===== src/core/asc_defs.vh =====
// Constants of the two-channel I2S and multi-slot TDM audio serial port: offsets, fields, timing
`ifndef ASC_DEFS_VH
`define ASC_DEFS_VH
// ==========================================
// Register offsets (byte addresses)
`define ASC_AW          8
`define ASC_OFF_CTRL    8'h00
`define ASC_OFF_CFG     8'h04
`define ASC_OFF_STAT    8'h08
`define ASC_OFF_IEN     8'h0c
`define ASC_OFF_IDIS    8'h10
`define ASC_OFF_IMASK   8'h14
`define ASC_OFF_RHR     8'h18
`define ASC_OFF_THR     8'h1c
// ==========================================
// Control register bits (write one to act)
`define ASC_CK_EN       0
`define ASC_CK_DIS      1
`define ASC_RX_EN       2
`define ASC_RX_DIS      3
`define ASC_TX_EN       4
`define ASC_TX_DIS      5
// ==========================================
// Configuration register fields
`define ASC_CFG_RST     32'h00000000
`define ASC_CFG_MASK    32'h00ff0fdf
`define ASC_CFG_MODE    1:0
`define ASC_CFG_LEN     4:2
`define ASC_CFG_MCKSEL  6
`define ASC_CFG_TDM     7
`define ASC_CFG_NCH     10:8
`define ASC_CFG_FSW     11
`define ASC_CFG_RATIO   23:16
`define ASC_MODE_SLAVE  2'h0
`define ASC_MODE_MASTER 2'h1
`define ASC_MODE_CTRLR  2'h2
// ==========================================
// Status and interrupt bits
`define ASC_ST_RECEIVE_READY_FLAG    0
`define ASC_ST_TRANSMIT_READY_FLAG    1
`define ASC_ST_CKON     2
`define ASC_ST_RXON     3
`define ASC_ST_TXON     4
`define ASC_IRQ_W       2
// ==========================================
// Word lengths and slot timing
`define ASC_LEN_32      6'h20
`define ASC_LEN_24      6'h18
`define ASC_LEN_20      6'h14
`define ASC_LEN_18      6'h12
`define ASC_LEN_16      6'h10
`define ASC_LEN_8       6'h08
`define ASC_SLOT_LAST   5'h1f
`define ASC_SLOT_START  5'h1e
`define ASC_POS_IDLE    6'h3f
`define ASC_POS_LAST    6'h1f
`define ASC_I2S_LASTCH  3'h1
`define ASC_HALF_MIN    9'h002
`endif


===== src/core/asc_sync.v =====
// Two-flop synchroniser for asynchronous pin inputs
`timescale 1ns/100ps
`default_nettype none
module asc_sync #(
    parameter W = 1
) (
    input  wire         sys_clk,
    input  wire         rst_n,
    input  wire [W-1:0] d,
    output wire [W-1:0] q
);
    reg [W-1:0] meta_r;
    reg [W-1:0] sync_r;

    // ==========================================
    // First stage feeds only the second stage
    always @(posedge sys_clk or negedge rst_n) begin
        if (!rst_n) begin
            meta_r <= {W{1'b0}};
            sync_r <= {W{1'b0}};
        end else begin
            meta_r <= d;
            sync_r <= meta_r;
        end
    end
    assign q = sync_r;
endmodule
`default_nettype wire


===== src/core/asc_top.v =====
// Two-channel I2S and multi-slot TDM audio serial port: registers, clock generator, receiver, transmitter
//
// Added by the designer: strobed register access and the address map.
`include "asc_defs.vh"
`timescale 1ns/100ps
`default_nettype none
module asc_top (
    input  wire                  sys_clk,
    input  wire                  rst_n,
    input  wire [`ASC_AW-1:0]    addr,
    input  wire [31:0]           wdata,
    input  wire                  wr_stb,
    input  wire                  rd_stb,
    output wire [31:0]           rdata,
    output wire                  irq,
    output wire                  codec_master_clock_out,
    input  wire                  bit_clock_pin_i,
    output wire                  bit_clock_pin_o,
    output wire                  bit_clock_pin_oe,
    input  wire                  word_select_pin_i,
    output wire                  word_select_pin_o,
    output wire                  word_select_pin_oe,
    input  wire                  serial_data_in_pin,
    output wire                  serial_data_out_pin
);
    reg  [31:0] cfg_r;
    reg  [31:0] rhr_r;
    reg  [31:0] thr_r;
    reg  [31:0] rdata_r;
    reg  [31:0] rdata_nxt;
    reg  [31:0] rx_sh_r;
    reg  [31:0] tx_word_r;
    reg  [1:0]  ien_r;
    reg         ck_on_r;
    reg         rx_on_r;
    reg         tx_on_r;
    reg         ck_stop_r;
    reg         rx_stop_r;
    reg         tx_stop_r;
    reg         rx_rdy_r;
    reg         tx_full_r;
    reg         irq_r;
    reg         mck_r;
    reg         oe_r;
    reg         sdo_r;
    reg  [8:0]  div_r;
    reg         gbck_r;
    reg         gws_r;
    reg         gws_nxt;
    reg  [4:0]  gpos_r;
    reg  [2:0]  gch_r;
    reg         bck_d_r;
    reg         ws_prev_r;
    reg  [5:0]  pos_r;
    reg  [2:0]  ch_r;
    reg  [5:0]  len;
    reg  [31:0] lmask;
    wire [2:0]  pin_s;
    wire [1:0]  mode;
    wire        drive;
    wire        tdm;
    wire [2:0]  lastc;
    wire        g_tick;
    wire        g_rise;
    wire        g_fall;
    wire [4:0]  gpos_n;
    wire [2:0]  gch_n;
    wire [2:0]  gch_inc;
    wire        w_lv;
    wire        rise_ev;
    wire        fall_ev;
    wire        sync_ev;
    wire        fs_ev;
    wire        stop_ok;
    wire [31:0] rx_full;
    wire        rx_take;
    wire        rx_done;
    wire        rx_short;
    wire        rx_dlv;
    wire [5:0]  tidx;
    wire [31:0] tx_src;
    wire        wr_ctrl;
    wire        rd_rhr;
    wire        wr_thr;
    wire        tx_load;

    // ==========================================
    // Pin synchronisers: bit clock, word select, data in
    asc_sync #(
        .W (3)
    ) u_sync (
        .sys_clk (sys_clk),
        .rst_n   (rst_n),
        .d       ({bit_clock_pin_i, word_select_pin_i, serial_data_in_pin}),
        .q       (pin_s)
    );

    assign mode  = cfg_r[`ASC_CFG_MODE];
    assign drive = (mode == `ASC_MODE_MASTER) || (mode == `ASC_MODE_CTRLR);
    assign tdm   = cfg_r[`ASC_CFG_TDM];
    assign lastc = tdm ? cfg_r[`ASC_CFG_NCH] : `ASC_I2S_LASTCH;

    // Word length code to bit count and mask; compact codes run as plain words
    always @* begin
        case (cfg_r[`ASC_CFG_LEN])
            3'h0:    len = `ASC_LEN_32;
            3'h1:    len = `ASC_LEN_24;
            3'h2:    len = `ASC_LEN_20;
            3'h3:    len = `ASC_LEN_18;
            3'h4:    len = `ASC_LEN_16;
            3'h5:    len = `ASC_LEN_16;
            default: len = `ASC_LEN_8;
        endcase
        lmask = ~(32'hffffffff << len) | ((len == `ASC_LEN_32) ? 32'hffffffff : 32'h0);
    end

    // ==========================================
    // Register bus
    assign wr_ctrl = wr_stb && (addr == `ASC_OFF_CTRL);
    assign wr_thr  = wr_stb && (addr == `ASC_OFF_THR);
    assign rd_rhr  = rd_stb && (addr == `ASC_OFF_RHR);

    always @* begin
        rdata_nxt = 32'h0;
        if (rd_stb) begin
            case (addr)
                `ASC_OFF_CFG:   rdata_nxt = cfg_r;
                `ASC_OFF_STAT:  rdata_nxt = {27'h0, tx_on_r, rx_on_r, ck_on_r,
                                             ~tx_full_r, rx_rdy_r};
                `ASC_OFF_IMASK: rdata_nxt = {30'h0, ien_r};
                `ASC_OFF_RHR:   rdata_nxt = rhr_r;
                default:        rdata_nxt = 32'h0;
            endcase
        end
    end

    always @(posedge sys_clk or negedge rst_n) begin
        if (!rst_n) begin
            cfg_r   <= `ASC_CFG_RST;
            ien_r   <= 2'h0;
            thr_r   <= 32'h0;
            rdata_r <= 32'h0;
            irq_r   <= 1'b0;
            oe_r    <= 1'b0;
        end else begin
            rdata_r <= rdata_nxt;
            // Software is expected to hold the port stopped here; pins turn at once
            if (wr_stb && (addr == `ASC_OFF_CFG))
                cfg_r <= wdata & `ASC_CFG_MASK;
            if (wr_stb && (addr == `ASC_OFF_IEN))
                ien_r <= ien_r | wdata[1:0];
            else if (wr_stb && (addr == `ASC_OFF_IDIS))
                ien_r <= ien_r & ~wdata[1:0];
            if (wr_thr)
                thr_r <= wdata;
            irq_r <= |(ien_r & {~tx_full_r, rx_rdy_r});
            oe_r  <= drive;
        end
    end

    // ==========================================
    // Enable and disable of the three units
    assign stop_ok = fs_ev || (drive && !ck_on_r);

    always @(posedge sys_clk or negedge rst_n) begin
        if (!rst_n) begin
            ck_on_r   <= 1'b0;
            rx_on_r   <= 1'b0;
            tx_on_r   <= 1'b0;
            ck_stop_r <= 1'b0;
            rx_stop_r <= 1'b0;
            tx_stop_r <= 1'b0;
        end else begin
            // Clock generator; it stops on the falling edge that ends the frame,
            // so the last high half of the bit clock is never cut short
            if (ck_stop_r && (!drive || (g_fall && gpos_r == `ASC_SLOT_LAST
                                         && gch_r == lastc))) begin
                ck_on_r   <= 1'b0;
                ck_stop_r <= 1'b0;
            end
            if (wr_ctrl && wdata[`ASC_CK_EN]) begin
                ck_on_r   <= 1'b1;
                ck_stop_r <= 1'b0;
            end
            if (wr_ctrl && wdata[`ASC_CK_DIS] && ck_on_r)
                ck_stop_r <= 1'b1;
            // Receiver
            if (rx_stop_r && stop_ok) begin
                rx_on_r   <= 1'b0;
                rx_stop_r <= 1'b0;
            end
            if (wr_ctrl && wdata[`ASC_RX_EN] && mode != `ASC_MODE_CTRLR) begin
                rx_on_r   <= 1'b1;
                rx_stop_r <= 1'b0;
            end
            if (wr_ctrl && wdata[`ASC_RX_DIS] && rx_on_r)
                rx_stop_r <= 1'b1;
            // Transmitter
            if (tx_stop_r && stop_ok) begin
                tx_on_r   <= 1'b0;
                tx_stop_r <= 1'b0;
            end
            if (wr_ctrl && wdata[`ASC_TX_EN] && mode != `ASC_MODE_CTRLR) begin
                tx_on_r   <= 1'b1;
                tx_stop_r <= 1'b0;
            end
            if (wr_ctrl && wdata[`ASC_TX_DIS] && tx_on_r)
                tx_stop_r <= 1'b1;
        end
    end

    // ==========================================
    // Clock generator for master and controller modes
    // Half bit period is ratio plus three cycles, so the late sampled data
    // input still settles before the rising edge
    assign g_tick  = ck_on_r && drive && (div_r >= ({1'b0, cfg_r[`ASC_CFG_RATIO]}
                                                    + `ASC_HALF_MIN));
    assign g_rise  = g_tick && !gbck_r;
    assign g_fall  = g_tick && gbck_r;
    assign gch_inc = (gch_r == lastc) ? 3'h0 : gch_r + 3'h1;
    assign gpos_n  = gpos_r + 5'h1;
    assign gch_n   = (gpos_r == `ASC_SLOT_LAST) ? gch_inc : gch_r;

    // Select level after a falling edge; it changes one bit before the MSB
    always @* begin
        if (!tdm)
            gws_nxt = (gpos_n == `ASC_SLOT_LAST) ?
                      ((gch_n == lastc) ? 1'b0 : gch_n[0] ^ 1'b1) : gch_n[0];
        else if (!cfg_r[`ASC_CFG_FSW])
            gws_nxt = (gpos_n == `ASC_SLOT_LAST) && (gch_n == lastc);
        else
            gws_nxt = ((gpos_n == `ASC_SLOT_LAST) && (gch_n == lastc)) ||
                      ((gpos_n != `ASC_SLOT_LAST) && (gch_n == 3'h0));
    end

    always @(posedge sys_clk or negedge rst_n) begin
        if (!rst_n) begin
            div_r  <= 9'h0;
            gbck_r <= 1'b0;
            gws_r  <= 1'b0;
            gpos_r <= `ASC_SLOT_START;
            gch_r  <= 3'h0;
            mck_r  <= 1'b0;
        end else if (!ck_on_r || !drive) begin
            div_r  <= 9'h0;
            gbck_r <= 1'b0;
            gws_r  <= !tdm;
            gpos_r <= `ASC_SLOT_START;
            gch_r  <= lastc;
            mck_r  <= 1'b0;
        end else begin
            mck_r  <= cfg_r[`ASC_CFG_MCKSEL] ? ~mck_r : 1'b0;
            div_r  <= g_tick ? 9'h0 : div_r + 9'h1;
            if (g_tick)
                gbck_r <= ~gbck_r;
            if (g_fall) begin
                gpos_r <= gpos_n;
                gch_r  <= gch_n;
                gws_r  <= gws_nxt;
            end
        end
    end

    // ==========================================
    // Slot tracker shared by receiver and transmitter
    assign w_lv    = drive ? gws_r : pin_s[1];
    assign rise_ev = drive ? g_rise : (pin_s[2] && !bck_d_r);
    assign fall_ev = drive ? g_fall : (!pin_s[2] && bck_d_r);
    assign sync_ev = rise_ev && (tdm ? (w_lv && !ws_prev_r) : (w_lv != ws_prev_r));
    assign fs_ev   = sync_ev && (tdm || !w_lv);

    always @(posedge sys_clk or negedge rst_n) begin
        if (!rst_n) begin
            bck_d_r   <= 1'b0;
            ws_prev_r <= 1'b0;
            pos_r     <= `ASC_POS_IDLE;
            ch_r      <= 3'h0;
        end else begin
            bck_d_r <= pin_s[2];
            if (drive && !ck_on_r) begin
                ws_prev_r <= !tdm;
                pos_r     <= `ASC_POS_IDLE;
            end else if (rise_ev) begin
                ws_prev_r <= w_lv;
                if (sync_ev) begin
                    pos_r <= 6'h0;
                    ch_r  <= tdm ? 3'h0 : {2'h0, w_lv};
                end else if (tdm && pos_r == `ASC_POS_LAST) begin
                    pos_r <= 6'h0;
                    ch_r  <= ch_r + 3'h1;
                end else if (pos_r != `ASC_POS_IDLE) begin
                    pos_r <= pos_r + 6'h1;
                end
            end
        end
    end

    // ==========================================
    // Receiver
    assign rx_full  = {rx_sh_r[30:0], pin_s[0]};
    assign rx_take  = rise_ev && rx_on_r && (pos_r < len);
    assign rx_done  = rx_take && (pos_r == len - 6'h1);
    assign rx_short = rx_take && sync_ev && (pos_r < len - 6'h1);
    assign rx_dlv   = rx_done || rx_short;

    always @(posedge sys_clk or negedge rst_n) begin
        if (!rst_n) begin
            rx_sh_r  <= 32'h0;
            rhr_r    <= 32'h0;
            rx_rdy_r <= 1'b0;
        end else begin
            if (rx_take)
                rx_sh_r <= sync_ev ? 32'h0 : rx_full;
            if (rx_done)
                rhr_r <= rx_full & lmask;
            else if (rx_short)
                rhr_r <= (rx_full << (len - 6'h1 - pos_r)) & lmask;
            if (rx_dlv)
                rx_rdy_r <= 1'b1;
            else if (rd_rhr)
                rx_rdy_r <= 1'b0;
        end
    end

    // ==========================================
    // Transmitter; an empty holding register sends a zero word
    assign tx_load = fall_ev && tx_on_r && (pos_r == 6'h0);
    assign tx_src  = tx_load ? (tx_full_r ? thr_r : 32'h0) : tx_word_r;
    assign tidx    = len - 6'h1 - pos_r;

    always @(posedge sys_clk or negedge rst_n) begin
        if (!rst_n) begin
            tx_word_r <= 32'h0;
            tx_full_r <= 1'b0;
            sdo_r     <= 1'b0;
        end else begin
            if (tx_load)
                tx_word_r <= tx_src;
            if (wr_thr)
                tx_full_r <= 1'b1;
            else if (tx_load)
                tx_full_r <= 1'b0;
            // Shift on the falling edge, MSB first, zeros past the word
            if (fall_ev)
                sdo_r <= (tx_on_r && pos_r < len) ? tx_src[tidx[4:0]] : 1'b0;
        end
    end

    // ==========================================
    // Outputs; with the clock unit off in master or controller mode the generator and the slot tracker's position and select history return to their start values
    assign rdata                  = rdata_r;
    assign irq                    = irq_r;
    assign codec_master_clock_out = mck_r;
    assign bit_clock_pin_o        = gbck_r;
    assign bit_clock_pin_oe       = oe_r;
    assign word_select_pin_o      = gws_r;
    assign word_select_pin_oe     = oe_r;
    assign serial_data_out_pin    = sdo_r;
endmodule
`default_nettype wire


===== config.mk =====
export PLATFORM = sky130hd
export DESIGN_NAME = asc_top
export DESIGN_NICKNAME = d
export VERILOG_FILES = /design/src/core/asc_sync.v /design/src/core/asc_top.v
export VERILOG_INCLUDE_DIRS = /design/src /design/src/core
export SDC_FILE = /design/constraint.sdc
export NUM_CORES = 1
export LEC_CHECK = 0
export BUFFER_PORTS_ARGS = -buffer_cell sky130_fd_sc_hd__buf_2
export CAP_MARGIN = 20
export CORE_MARGIN = 4
export CORE_UTILIZATION = 55
export CTS_BUF_LIST = sky130_fd_sc_hd__clkbuf_16
export DETAILED_ROUTE_END_ITERATION = 12
export GPL_ROUTABILITY_DRIVEN = 0
export PLACE_DENSITY = 0.74
export SYNTH_ARGS = -nofsm -noshare
export SYNTH_HDL_FRONTEND = slang
export SYNTH_SLANG_ARGS = --single-unit

===== constraint.sdc =====
create_clock -name sys_clk -period 4.05 [get_ports sys_clk]
set_input_delay 0.405 -clock sys_clk [delete_from_list [all_inputs] [get_ports sys_clk]]
set_output_delay 0.405 -clock sys_clk [all_outputs]
set_load 0.1 [all_outputs]

After elaboration in Yosys (flattened, before gate mapping). Cells that the tools add are included.

Flip-flop bits (word level): 225. Bits of input ports: 47. Output and inout port bits: 39. Logic and storage cells: 218.

$add $sub $neg: 7. Order comparisons: 4. Equality and inequality tests: 25. Shift-type cells: 2. Mux-type cells: 60. Bitwise gates (word level): 12. Reduce and logical (&&, ||, !) cells: 79.

Operator list (count): two-way mux 32 bit (6); case mux 32 bit (4 select lines) (1); AND 32 bit (2); logical AND 1 bit (43); two-way mux 1 bit (34); equality test 8 x 5 -> 1 bit, second input constant (4); NOT 32 bit (1); bitwise OR 32 bit (1); << shifter 32 x 6 -> 32 bit (1); << shifter 32 x 6 -> 32 bit, first input constant (1); two-way mux 31 bit (1); two-way mux 6 bit (5); case mux 6 bit (5 select lines) (1); nonzero test 2 bit (10); two-way mux 9 bit (2); equality test 8 x 4 -> 1 bit, second input constant (2); two-way mux 3 bit (5); < comparator 6 bit (2); equality test 5 bit, second input constant (2); two-way mux 5 bit (2); adder 8 x 2 -> 9 bit, second input constant (1); adder 9 x 1 -> 9 bit, second input constant (1); >= comparator 9 bit (1); nonzero test 3 bit (3); 34 further kinds (57).

Logic depth before layout (Yosys ltp). Gate-level depths: netlist of run 1.

Depth after elaboration: 13. Depth in mapped cells: 17. Mapped depth without buffers: 15.

Cells and area by module. A second synthesis of run 1 with hierarchy kept.

Cells, all modules: 1266. Area, all modules: 12270.5 sq um.

By module, submodules not included: asc_top (instances 1, cells each 1260, area each 12120.4 sq um, sequential area each 5492.8 sq um); asc_sync (instances 1, cells each 6, area each 150.1 sq um, sequential area each 150.1 sq um).

Worst setup path before layout of run 1. OpenSTA, ideal clock, no wires.

Kind: reg-to-reg. Start point: reg cfg_r[3]. End point: reg rhr_r[0]. Library setup time: 0.065 ns. Arrival: 3.506 ns. Data required time: 3.985 ns. Slack: 0.479 ns. Stages on the path, launching flop included: 16. Path buffers: 1. Clock period less this slack: 3.571 ns. Cell sequence: dfrtp_1 -> clkbuf_1 -> inv_1 -> or3_1 -> ha_1 -> inv_1 -> ha_1 -> o21a_1 -> o21a_1 -> o21ai_0 -> nand2b_1 -> xnor2_1 -> nand2_1 -> or3_4 -> o21ai_0 -> a22o_1.

Longest elaborated chain between the ends: 9. Elaborated cells on any way between the ends: 28. Those cells by class: 2 x add/sub; 2 x order compare; 7 x eq/ne; 2 x shift; 4 x mux; 4 x bitwise; 7 x reduce/logical.

RTL lines: from (decl) (RTL line asc_top.v:26) `reg [31:0] cfg_r;`; from (signal assigned) (RTL line asc_top.v:139) `` cfg_r <= `ASC_CFG_RST; ``; from (signal assigned) (RTL line asc_top.v:149) `` cfg_r <= wdata & `ASC_CFG_MASK; ``; equality test 3 bit (RTL line asc_top.v:105) `` case (cfg_r[`ASC_CFG_LEN]) ``; OR reduction 2 bit (no source line); case mux 6 bit (5 select lines) * (RTL line asc_top.v:105); subtractor 6 x 1 -> 6 bit (tied with other cells); subtractor 6 bit (tied with other cells); << shifter 32 x 6 -> 32 bit / bitwise OR 32 bit (equally long branches) (RTL line asc_top.v:317, asc_top.v:114); AND 32 bit (RTL line asc_top.v:317) `rhr_r <= (rx_full << (len - 6'h1 - pos_r)) & lmask;`; two-way mux 32 bit (RTL line asc_top.v:316) `else if (rx_short)`; two-way mux 32 bit (RTL line asc_top.v:314) `if (rx_done)`; to (signal assigned) (RTL line asc_top.v:315) `rhr_r <= rx_full & lmask;`; to (signal assigned) (RTL line asc_top.v:317); to (decl) (RTL line asc_top.v:27) `reg [31:0] rhr_r;`.

Mark *: on every way between the ends. The rest lies on a longest branch, timed or not. The select of a mux whose other input is x is not followed. A chain may end at the register's enable or synchronous reset.

Worst setup path in the final report of run 1.
Start point: reg cfg_r[4]. End point: reg sdo_r, in the netlist serial_data_out_pin.

Longest elaborated chain between the ends: 8. Elaborated cells on any way between the ends: 15. Those cells by class: 2 x add/sub; 1 x order compare; 5 x eq/ne; 4 x mux; 3 x reduce/logical.

RTL lines: equality test 3 bit (RTL line asc_top.v:105); OR reduction 2 bit (no source line); case mux 6 bit (5 select lines) * (RTL line asc_top.v:105); subtractor 6 x 1 -> 6 bit (RTL line asc_top.v:329) `assign tidx = len - 6'h1 - pos_r;`; subtractor 6 bit (RTL line asc_top.v:329); binary-select mux 1 bit (select 5 bit) (RTL line asc_top.v:345) `sdo_r <= (tx_on_r && pos_r < len) ? tx_src[tidx[4:0]] : 1'b0;`; two-way mux 1 bit (not written as such) (RTL line asc_top.v:345); two-way mux 1 bit * (RTL line asc_top.v:345); to (signal assigned) (RTL line asc_top.v:345); to (decl) (RTL line asc_top.v:45) `reg sdo_r;`.

Marks and branches as above.

==> results.md, run 1 <==
## CTS
- 1 — CTS H-Tree Depth
- 60 ps — clock slew seen by the registers of the worst setup and hold paths
- 225 — clock sink count
- 0 — number of post-CTS setup repair buffers
- 3 — buffer levels on the longest clock path
- built — TritonCTS clock tree
- sky130_fd_sc_hd__clkbuf_16 — Clock Root Buffer
- 25 — CTS Buf Count
- 520 ps — clock network latency to the later pin of the worst-skew pair

## Finish
- 1,618 — final non-filler cell total
- 1,401 — count of nets after finishing
- 13,800 um2 — design area
- 20.3% — layout cell share with drive strength beyond 1
- 0 — ANT cells
- 13.4% — area added between synthesis and finish

## Yosys
- sky130_fd_sc_hd__nand2_1 — cell with the most instances after synthesis
- sky130_fd_sc_hd__dfrtp_1 — dominant synthesized flop cell
- sky130_fd_sc_hd__dfrtp_1 — most area-hungry cell type in the Yosys netlist
- 100% — share of synthesized registers carrying an async set or reset
- 44.1% — top-area cell type share of the netlist area
- 17.1% — simple-gate share of the synthesized area
- sky130_fd_sc_hd__dfrtp_1, sky130_fd_sc_hd__nand2_1, sky130_fd_sc_hd__mux2_2 — largest cells by area after synthesis
- 1,252 — Syn Inst Count
- 82 — number of distinct library cell variants in the gate-level netlist after synthesis
- 1,332 — Post-Synthesis Net Count
- 225 — FF+latch count, synth
- 46.3% — share of synthesized area occupied by flip-flops and latches
- simple AND/OR/NAND/NOR gates — largest family of logic cells by synthesized area
- 3.55% — area share of fa/ha/maj cells after synthesis
- 0 — Yosys warning total
- 12,200 um2 — area of the mapped netlist
- 9.74 um2 — mean cell area of the mapped netlist
- 11.4% — share of cell area taken by muxes after synthesis
- 0 — number of flops mapped to enable cells by yosys
- 2.01% — XOR/XNOR share of the synthesized area
- sky130_fd_sc_hd__nand2_1, sky130_fd_sc_hd__dfrtp_1, sky130_fd_sc_hd__o21ai_0 — top cell types by occurrence after synthesis
- 15.9% — Compound-Gate Fraction of Synth Area

## Floorplanning
- 24,600 um2 — overall die area
- 86 — I/O pin total
- 157 um — chip width
- 54 — cell row count
- 157 um — overall die height
- 55.9% — initial standard-cell utilization of the core
- 21,800 um2 — core region area

## Timing
- 259 MHz — Max Fclk
- 37.0% — Relative slew margins
- no — RSZ-0062 raised after global routing
- 3860 ps — Tmin final
- 192 ps — post-route setup slack
- 944 ps — transition time at the pin with the least slew margin
- 0 — number of setup violations in the final report
- 13.1 ps — clock tree skew after final layout
- 0 — hold violation count in the final report
- 0 ps — total negative slack for setup checks
- 0 — Final Slew Violations
- 95.3% — final clock period utilization by the worst path

## Power and ir drop
- 0.418 mV — worst vdd rail ir drop
- 6.28 nW — leak pwr
- 514 nW/um2 — power density cells

## Routing
- 6 — 1st-pass router iterations
- 6.20 — routed via count divided by cell count
- 1,044 — number of design-rule violations left by the first detailed-router iteration
- 32,000 um — Detailed Route WL
- 0 — DRC violation count after routing
- 10,000 — overall via count from detail_route
- 19.8 um — wire length per cell after detailed routing
- 0 — post-detailed-route count of antenna-violating nets

## Worst setup path
- 4460 ps — data required time of the critical path
- 1 — buffers plus inverters on the worst setup path
- flip-flop — Critical Path Start Type
- simple AND/OR/NAND/NOR gates — Crit path max-delay family
- flip-flop — Setup crit end kind
- 11 — largest fanout on the critical path
- sky130_fd_sc_hd__dfrtp_1 — worst-path cell with the longest stage delay
- flip-flop to flip-flop — Setup CP Type
- 4270 ps — arrival time at the worst endpoint
- 500 ps — critical path's largest stage delay
- or3_1 -> ha_1 -> inv_1 -> ha_1 -> nor2b_1 -> o21ai_0 -> nand2b_1 -> xor2_1 -> nand4_1 -> or3_1 -> o221ai_1 -> nor4b_2 -> a32o_1 — CP cell instances

## Outcome
- complete, no violations — result of the run

## Placed design
- 1,570 — placed instance count
- 13,000 um2 — dpl cell area
- 85 — count of input and output buffers
- 135 ps — post-placement worst setup slack
- 22,600 um — HPWL after detailed placement

## Global routing
- 52,400 um — first-pass GRT wire length
- 0 — initial antenna violation count
- 26.5% — GRT Total Usage
- 102 — maximum number of pins on one net before global-route repair
- 9,560 — number of global-route vias before repair
- 0 — aggregate global routing overflow

## Flow run
- 0 — total of max-cap violations

## Worst hold path
- input pin to flip-flop — class of the most critical hold timing path

==> through the flow <==
stage | utilization, % | hold WS, ps | power [mW]
final | 63.3 | 121 | 7.11
after global routing | 63.3 | 106 | 7.49
after CTS | 63.3 | 106 | 7.11
after detailed placement | 59.4 | 336 | 4.81
after global placement | 59.4 | 339 | 4.78
after floorplan | - | 109 | 4.13
==> area by class of cell <==
class	instances	area (um2)
Clock buffer	25	626
Clock inverter	19	200
Fill cell	1771	8000
Inverter	30	113
Multi-Input combinational cell	920	6140
Sequential cell	225	5640
Tap cell	280	350
Timing Repair Buffer	119	751
==> report_power, final <==
part	internal, mW	total, mW	switching [mW]
combinational	0.774	2.20	1.43
sequential	2.44	2.62	0.187
clock	1.38	2.28	0.904
==> path summary, 6_finish.rpt <==
path	from	to	slack [ps]	cells after the start
max in group asynchronous	rst_n	rdata[24]$_DFF_PN0_	2420	3
hold / removal	wdata[31]	thr_r[31]$_DFFE_PN0P_	120	2
min in group asynchronous	rst_n	word_select_pin_o$_DFFE_PN0P_	520	2
setup / recovery	cfg_r[4]$_DFFE_PN0P_	serial_data_out_pin$_DFFE_PN0N_	190	13
setup reg to reg	cfg_r[4]$_DFFE_PN0P_	serial_data_out_pin$_DFFE_PN0N_	190	13
hold reg to reg	u_sync.meta_r[2]$_DFF_PN0_	u_sync.q[2]$_DFF_PN0_	350	0
==> sequential cells by signal, indices dropped and copies added, names as in the netlist, 3 cells and up, named ones only <==
register       count
rhr_r             32
thr_r             32
rdata             32
rx_sh_r           31
tx_word_r         32
u_sync.q           3
u_sync.meta_r      3
cfg_r             19
div_r              9
gpos_r             5
pos_r              6
gch_r              3
==> metal layers <==
metal  vias to the layer above  part of all wire (%)  GRT usage [%]  wire (um)
met3                        59                   8.4           4.89       2700
met2                       413                    44           39.6      14100
met5                         -                     0              0          0
li1                       4633                     -              -          -
met1                      4932                    45           40.3      14400
met4                         0                   2.8           6.57        910
==> placed cells by master (no fill, tap or decap), types with 29 or more instances in the layout <==
| cell | instances |
|---|---|
| sky130_fd_sc_hd__nand2_1 | 224 |
| sky130_fd_sc_hd__dfrtp_1 | 215 |
| sky130_fd_sc_hd__o21ai_0 | 89 |
| sky130_fd_sc_hd__buf_2 | 84 |
| sky130_fd_sc_hd__nor2_1 | 63 |
| sky130_fd_sc_hd__mux2_2 | 61 |
| sky130_fd_sc_hd__nand3_1 | 55 |
| sky130_fd_sc_hd__a21oi_1 | 39 |
| sky130_fd_sc_hd__inv_1 | 34 |
| sky130_fd_sc_hd__ha_1 | 32 |
| sky130_fd_sc_hd__mux2i_1 | 29 |
==> repair_timing <==
item                       4_1_cts  5_1_grt
hold endpoints to repair        98        0
setup endpoints to repair        0        1
hold buffers                     4        0
resized for setup                0        1
==> worst reg2reg max path, cell delays in order, from the launching register on <==
cell and delay, ps:
sky130_fd_sc_hd__dfrtp_1 500, sky130_fd_sc_hd__or3_1 490, sky130_fd_sc_hd__ha_1 310, sky130_fd_sc_hd__inv_1 40, sky130_fd_sc_hd__ha_1 380, sky130_fd_sc_hd__nor2b_1 170
sky130_fd_sc_hd__o21ai_0 160, sky130_fd_sc_hd__nand2b_1 180, sky130_fd_sc_hd__xor2_1 410, sky130_fd_sc_hd__nand4_1 170, sky130_fd_sc_hd__or3_1 400, sky130_fd_sc_hd__o221ai_1 220
sky130_fd_sc_hd__nor4b_2 90, sky130_fd_sc_hd__a32o_1 250
==> cell families after synthesis <==
logic type / after synthesis
AND/OR/NAND/NOR: 455
AO/OA/AOI/OAI: 293
flip-flops: 225
multiplexers: 109
buffers and inverters: 107
adder cells (fa/ha/maj): 35
XOR/XNOR: 28
(Power assumes the default switching activity.)
==> run 2, diff against run 1 <==
--- a/config.mk
+++ b/config.mk
@@ -9,11 +9,12 @@
 export BUFFER_PORTS_ARGS = -buffer_cell sky130_fd_sc_hd__buf_2
 export CAP_MARGIN = 20
 export CORE_MARGIN = 4
-export CORE_UTILIZATION = 55
-export CTS_BUF_LIST = sky130_fd_sc_hd__clkbuf_16
+export CORE_UTILIZATION = 60
+export CTS_BUF_LIST = sky130_fd_sc_hd__clkbuf_4 sky130_fd_sc_hd__clkbuf_8 sky130_fd_sc_hd__clkbuf_16
 export DETAILED_ROUTE_END_ITERATION = 12
 export GPL_ROUTABILITY_DRIVEN = 0
-export PLACE_DENSITY = 0.74
+export HOLD_SLACK_MARGIN = 0.08
+export PLACE_DENSITY = 0.79
 export SYNTH_ARGS = -nofsm -noshare
 export SYNTH_HDL_FRONTEND = slang
 export SYNTH_SLANG_ARGS = --single-unit
==> run 2 against run 1 <==
Effect of this change: combinational power is essentially flat; non-clock buffer count rose by 3; clock power is 5% higher; die area shrank 7.9%; critical path depth up 1; clock-buffer cell count increased by 8; first-iteration DRC count rose by 10%; power increased by 1.9%; routed wire length grew 1.3%; final area rose by 0.37%; hold slack lost 6.3 ps; critical endpoint unchanged; highest routed layer unchanged.
==> results.md, run 2 (synthesis results as in run 1) <==
## Outcome
- complete, no violations — result of the run

## Worst setup path
- cfg_r[3]$_DFFE_PN0P_ — Worst Setup SP
- 5 — largest fanout on the critical path, -6
- cfg_r[3]$_DFFE_PN0P_ — worst r2r src
- inv_1 -> or3_1 -> ha_1 -> inv_1 -> ha_1 -> nor2b_1 -> o21ai_0 -> nand2b_1 -> xor2_1 -> nand4_1 -> or3_1 -> o221ai_1 -> nor4b_2 -> a32o_1 — CP cell instances
- flip-flop — Setup crit end kind
- flip-flop to flip-flop — Setup CP Type
- 4230 ps — arrival time at the worst endpoint, -40 ps
- flip-flop — Critical Path Start Type
- sky130_fd_sc_hd__xor2_1 — worst-path cell with the longest stage delay
- 220 ps — register-to-register setup slack, +30 ps
- 14 — worst r2r path cells, +1
- 4460 ps — data required time of the critical path, about the same
- serial_data_out_pin$_DFFE_PN0N_ — RR Endpoint
- 2 — buffers plus inverters on the worst setup path, +1
- 430 ps — critical path's largest stage delay, -70 ps
- simple AND/OR/NAND/NOR gates — Crit path max-delay family

## Timing
- 0 — number of setup violations in the final report, unchanged
- 0 — hold violation count in the final report, unchanged
- 0 — Final Slew Violations, unchanged
- no — RSZ-0062 raised after global routing
- 225 ps — post-route setup slack, +32.9 ps
- 38.5% — Relative slew margins, +1.5 points
- 94.4% — final clock period utilization by the worst path, -0.81 points
- 16.3 ps — clock tree skew after final layout, +3.23 ps
- 3830 ps — Tmin final, -32.9 ps
- 261 MHz — Max Fclk, +0.86%
- 0 ps — total negative slack for setup checks, unchanged
- 922 ps — transition time at the pin with the least slew margin, -21.2 ps

## Global routing
- 126 — maximum number of pins on one net before global-route repair, +24%
- 52,400 um — first-pass GRT wire length, about the same
- 29.1% — GRT Total Usage, +2.7 points
- 0 — initial antenna violation count, unchanged
- 9,613 — number of global-route vias before repair, +0.55%
- 0 — aggregate global routing overflow, unchanged

## Worst hold path
- input pin to flip-flop — class of the most critical hold timing path
- wdata[14] — min-delay src
- 2 — hold depth, unchanged
- thr_r[14]$_DFFE_PN0P_ — Endpoint, Worst Hold

## Routing
- 0 — post-detailed-route count of antenna-violating nets, unchanged
- 10,100 — overall via count from detail_route, +0.79%
- 1,149 — number of design-rule violations left by the first detailed-router iteration, +10%
- 0 — DRC violation count after routing, unchanged
- 6 — 1st-pass router iterations, unchanged
- 20.2 um — wire length per cell after detailed routing, +2.1%
- 32,500 um — Detailed Route WL, +1.3%
- 6.30 — routed via count divided by cell count, +1.5%

## Placed design
- 22,800 um — HPWL after detailed placement, +0.76%
- 85 — count of input and output buffers, unchanged
- 232 ps — post-placement worst setup slack, +97.6 ps

## Floorplanning
- 51 — cell row count, -5.6%
- 151 um — chip width, -4.0%
- 61.8% — initial standard-cell utilization of the core, +6.0 points
- 151 um — overall die height, -4.0%
- 19,700 um2 — core region area, -9.6%
- 22,700 um2 — overall die area, -7.9%
- 86 — I/O pin total, unchanged

## CTS
- 1 — CTS H-Tree Depth, unchanged
- 3 — buffer levels on the longest clock path, unchanged
- sky130_fd_sc_hd__clkbuf_16 — Clock Root Buffer
- 225 — clock sink count, unchanged
- 520 ps — clock network latency to the later pin of the worst-skew pair, about the same
- 24 — CTS Buf Count, -4.0%
- 60 ps — clock slew seen by the registers of the worst setup and hold paths, about the same
- built — TritonCTS clock tree

## Finish
- 1,403 — count of nets after finishing, +0.14%
- 70.4% — utilization of the core after routing, +7.0 points
- sky130_fd_sc_hd__nand2_1 — most common library cell in the layout ignoring fill and taps
- 13.8% — area added between synthesis and finish
- 0 — ANT cells, unchanged
- sky130_fd_sc_hd__nand2_1, sky130_fd_sc_hd__dfrtp_1, sky130_fd_sc_hd__o21ai_0 — top library cells by usage in the layout, fill and taps aside
- 1,462 — Filler cells, -17%
- 21.0% — layout cell share with drive strength beyond 1, +0.77 points

## Power and ir drop
- 6.32 nW — leak pwr, +0.64%
- 0.334 mV — worst vdd rail ir drop, -20%
- 7.24 mW — total design power, +1.9%
- 522 nW/um2 — power density cells, +1.5%

## Flow run
- 0 — total of max-cap violations, unchanged

[run 2: timing repair]
action	in CTS	in global routing
hold endpoints to repair	117	0
endpoints found under the setup margin	0	1
resized for setup	0	1
setup buffers	0	0
hold buffers	4	0
[run 2: layout make-up]
cell class                      instances  area (um2)  share of cell area, %
Clock inverter                         11         163                   1.17
Inverter                               30         113                  0.812
Tap cell                              265         332                   2.39
Clock buffer                           33         711                   5.12
Sequential cell                       225        5640                   40.7
Timing Repair Buffer                  122         773                   5.57
Multi-Input combinational cell        920        6140                   44.3
[run 2: how the worst max path moves through the flow]
stage,to,slack [ps],cells past startpoint
4_1_cts,serial_data_out_pin$_DFFE_PN0N_,180,15
3_5_place_dp,serial_data_out_pin$_DFFE_PN0N_,230,15
3_3_place_gp,serial_data_out_pin$_DFFE_PN0N_,330,15
6_report,serial_data_out_pin$_DFFE_PN0N_,220,14
2_1_floorplan,rhr_r[0]$_DFFE_PN0P_,480,15
5_1_grt,serial_data_out_pin$_DFFE_PN0N_,20,15
[run 2: power by group]
group	leakage [nW]	internal (mW)	total (mW)	switching, mW
clock network	0.440	1.49	2.39	0.907
registers	3.04	2.44	2.62	0.185
logic	2.84	0.784	2.23	1.44
[run 2: metal layers]
metal | vias to the layer above | wire length (um) | global-route usage [%]
met2 | 525 | 14400 | 44.0
li1 | 4641 | - | -
met4 | 0 | 1110 | 8.87
met5 | - | 0 | 0
met3 | 78 | 3210 | 5.18
met1 | 4872 | 13800 | 43.2
[run 2: through the flow]
stage	area, um2	hold slack [ps]	std cells
floorplan	12200	109	1252
global placement	13000	339	1558
detailed placement	13000	340	1558
CTS	13900	101	1606
global route	13900	109	1606
finish	13900	114	1606
[run 2: worst register-to-register path: cells and delay by family (launching register included)]
kind / cells / cell delay (ps)
xor+xnor: 1 / 430
compound gates: 3 / 660
simple gates: 6 / 1420
fa+ha+maj: 2 / 690
flops: 1 / 410
buf+inv: 2 / 110
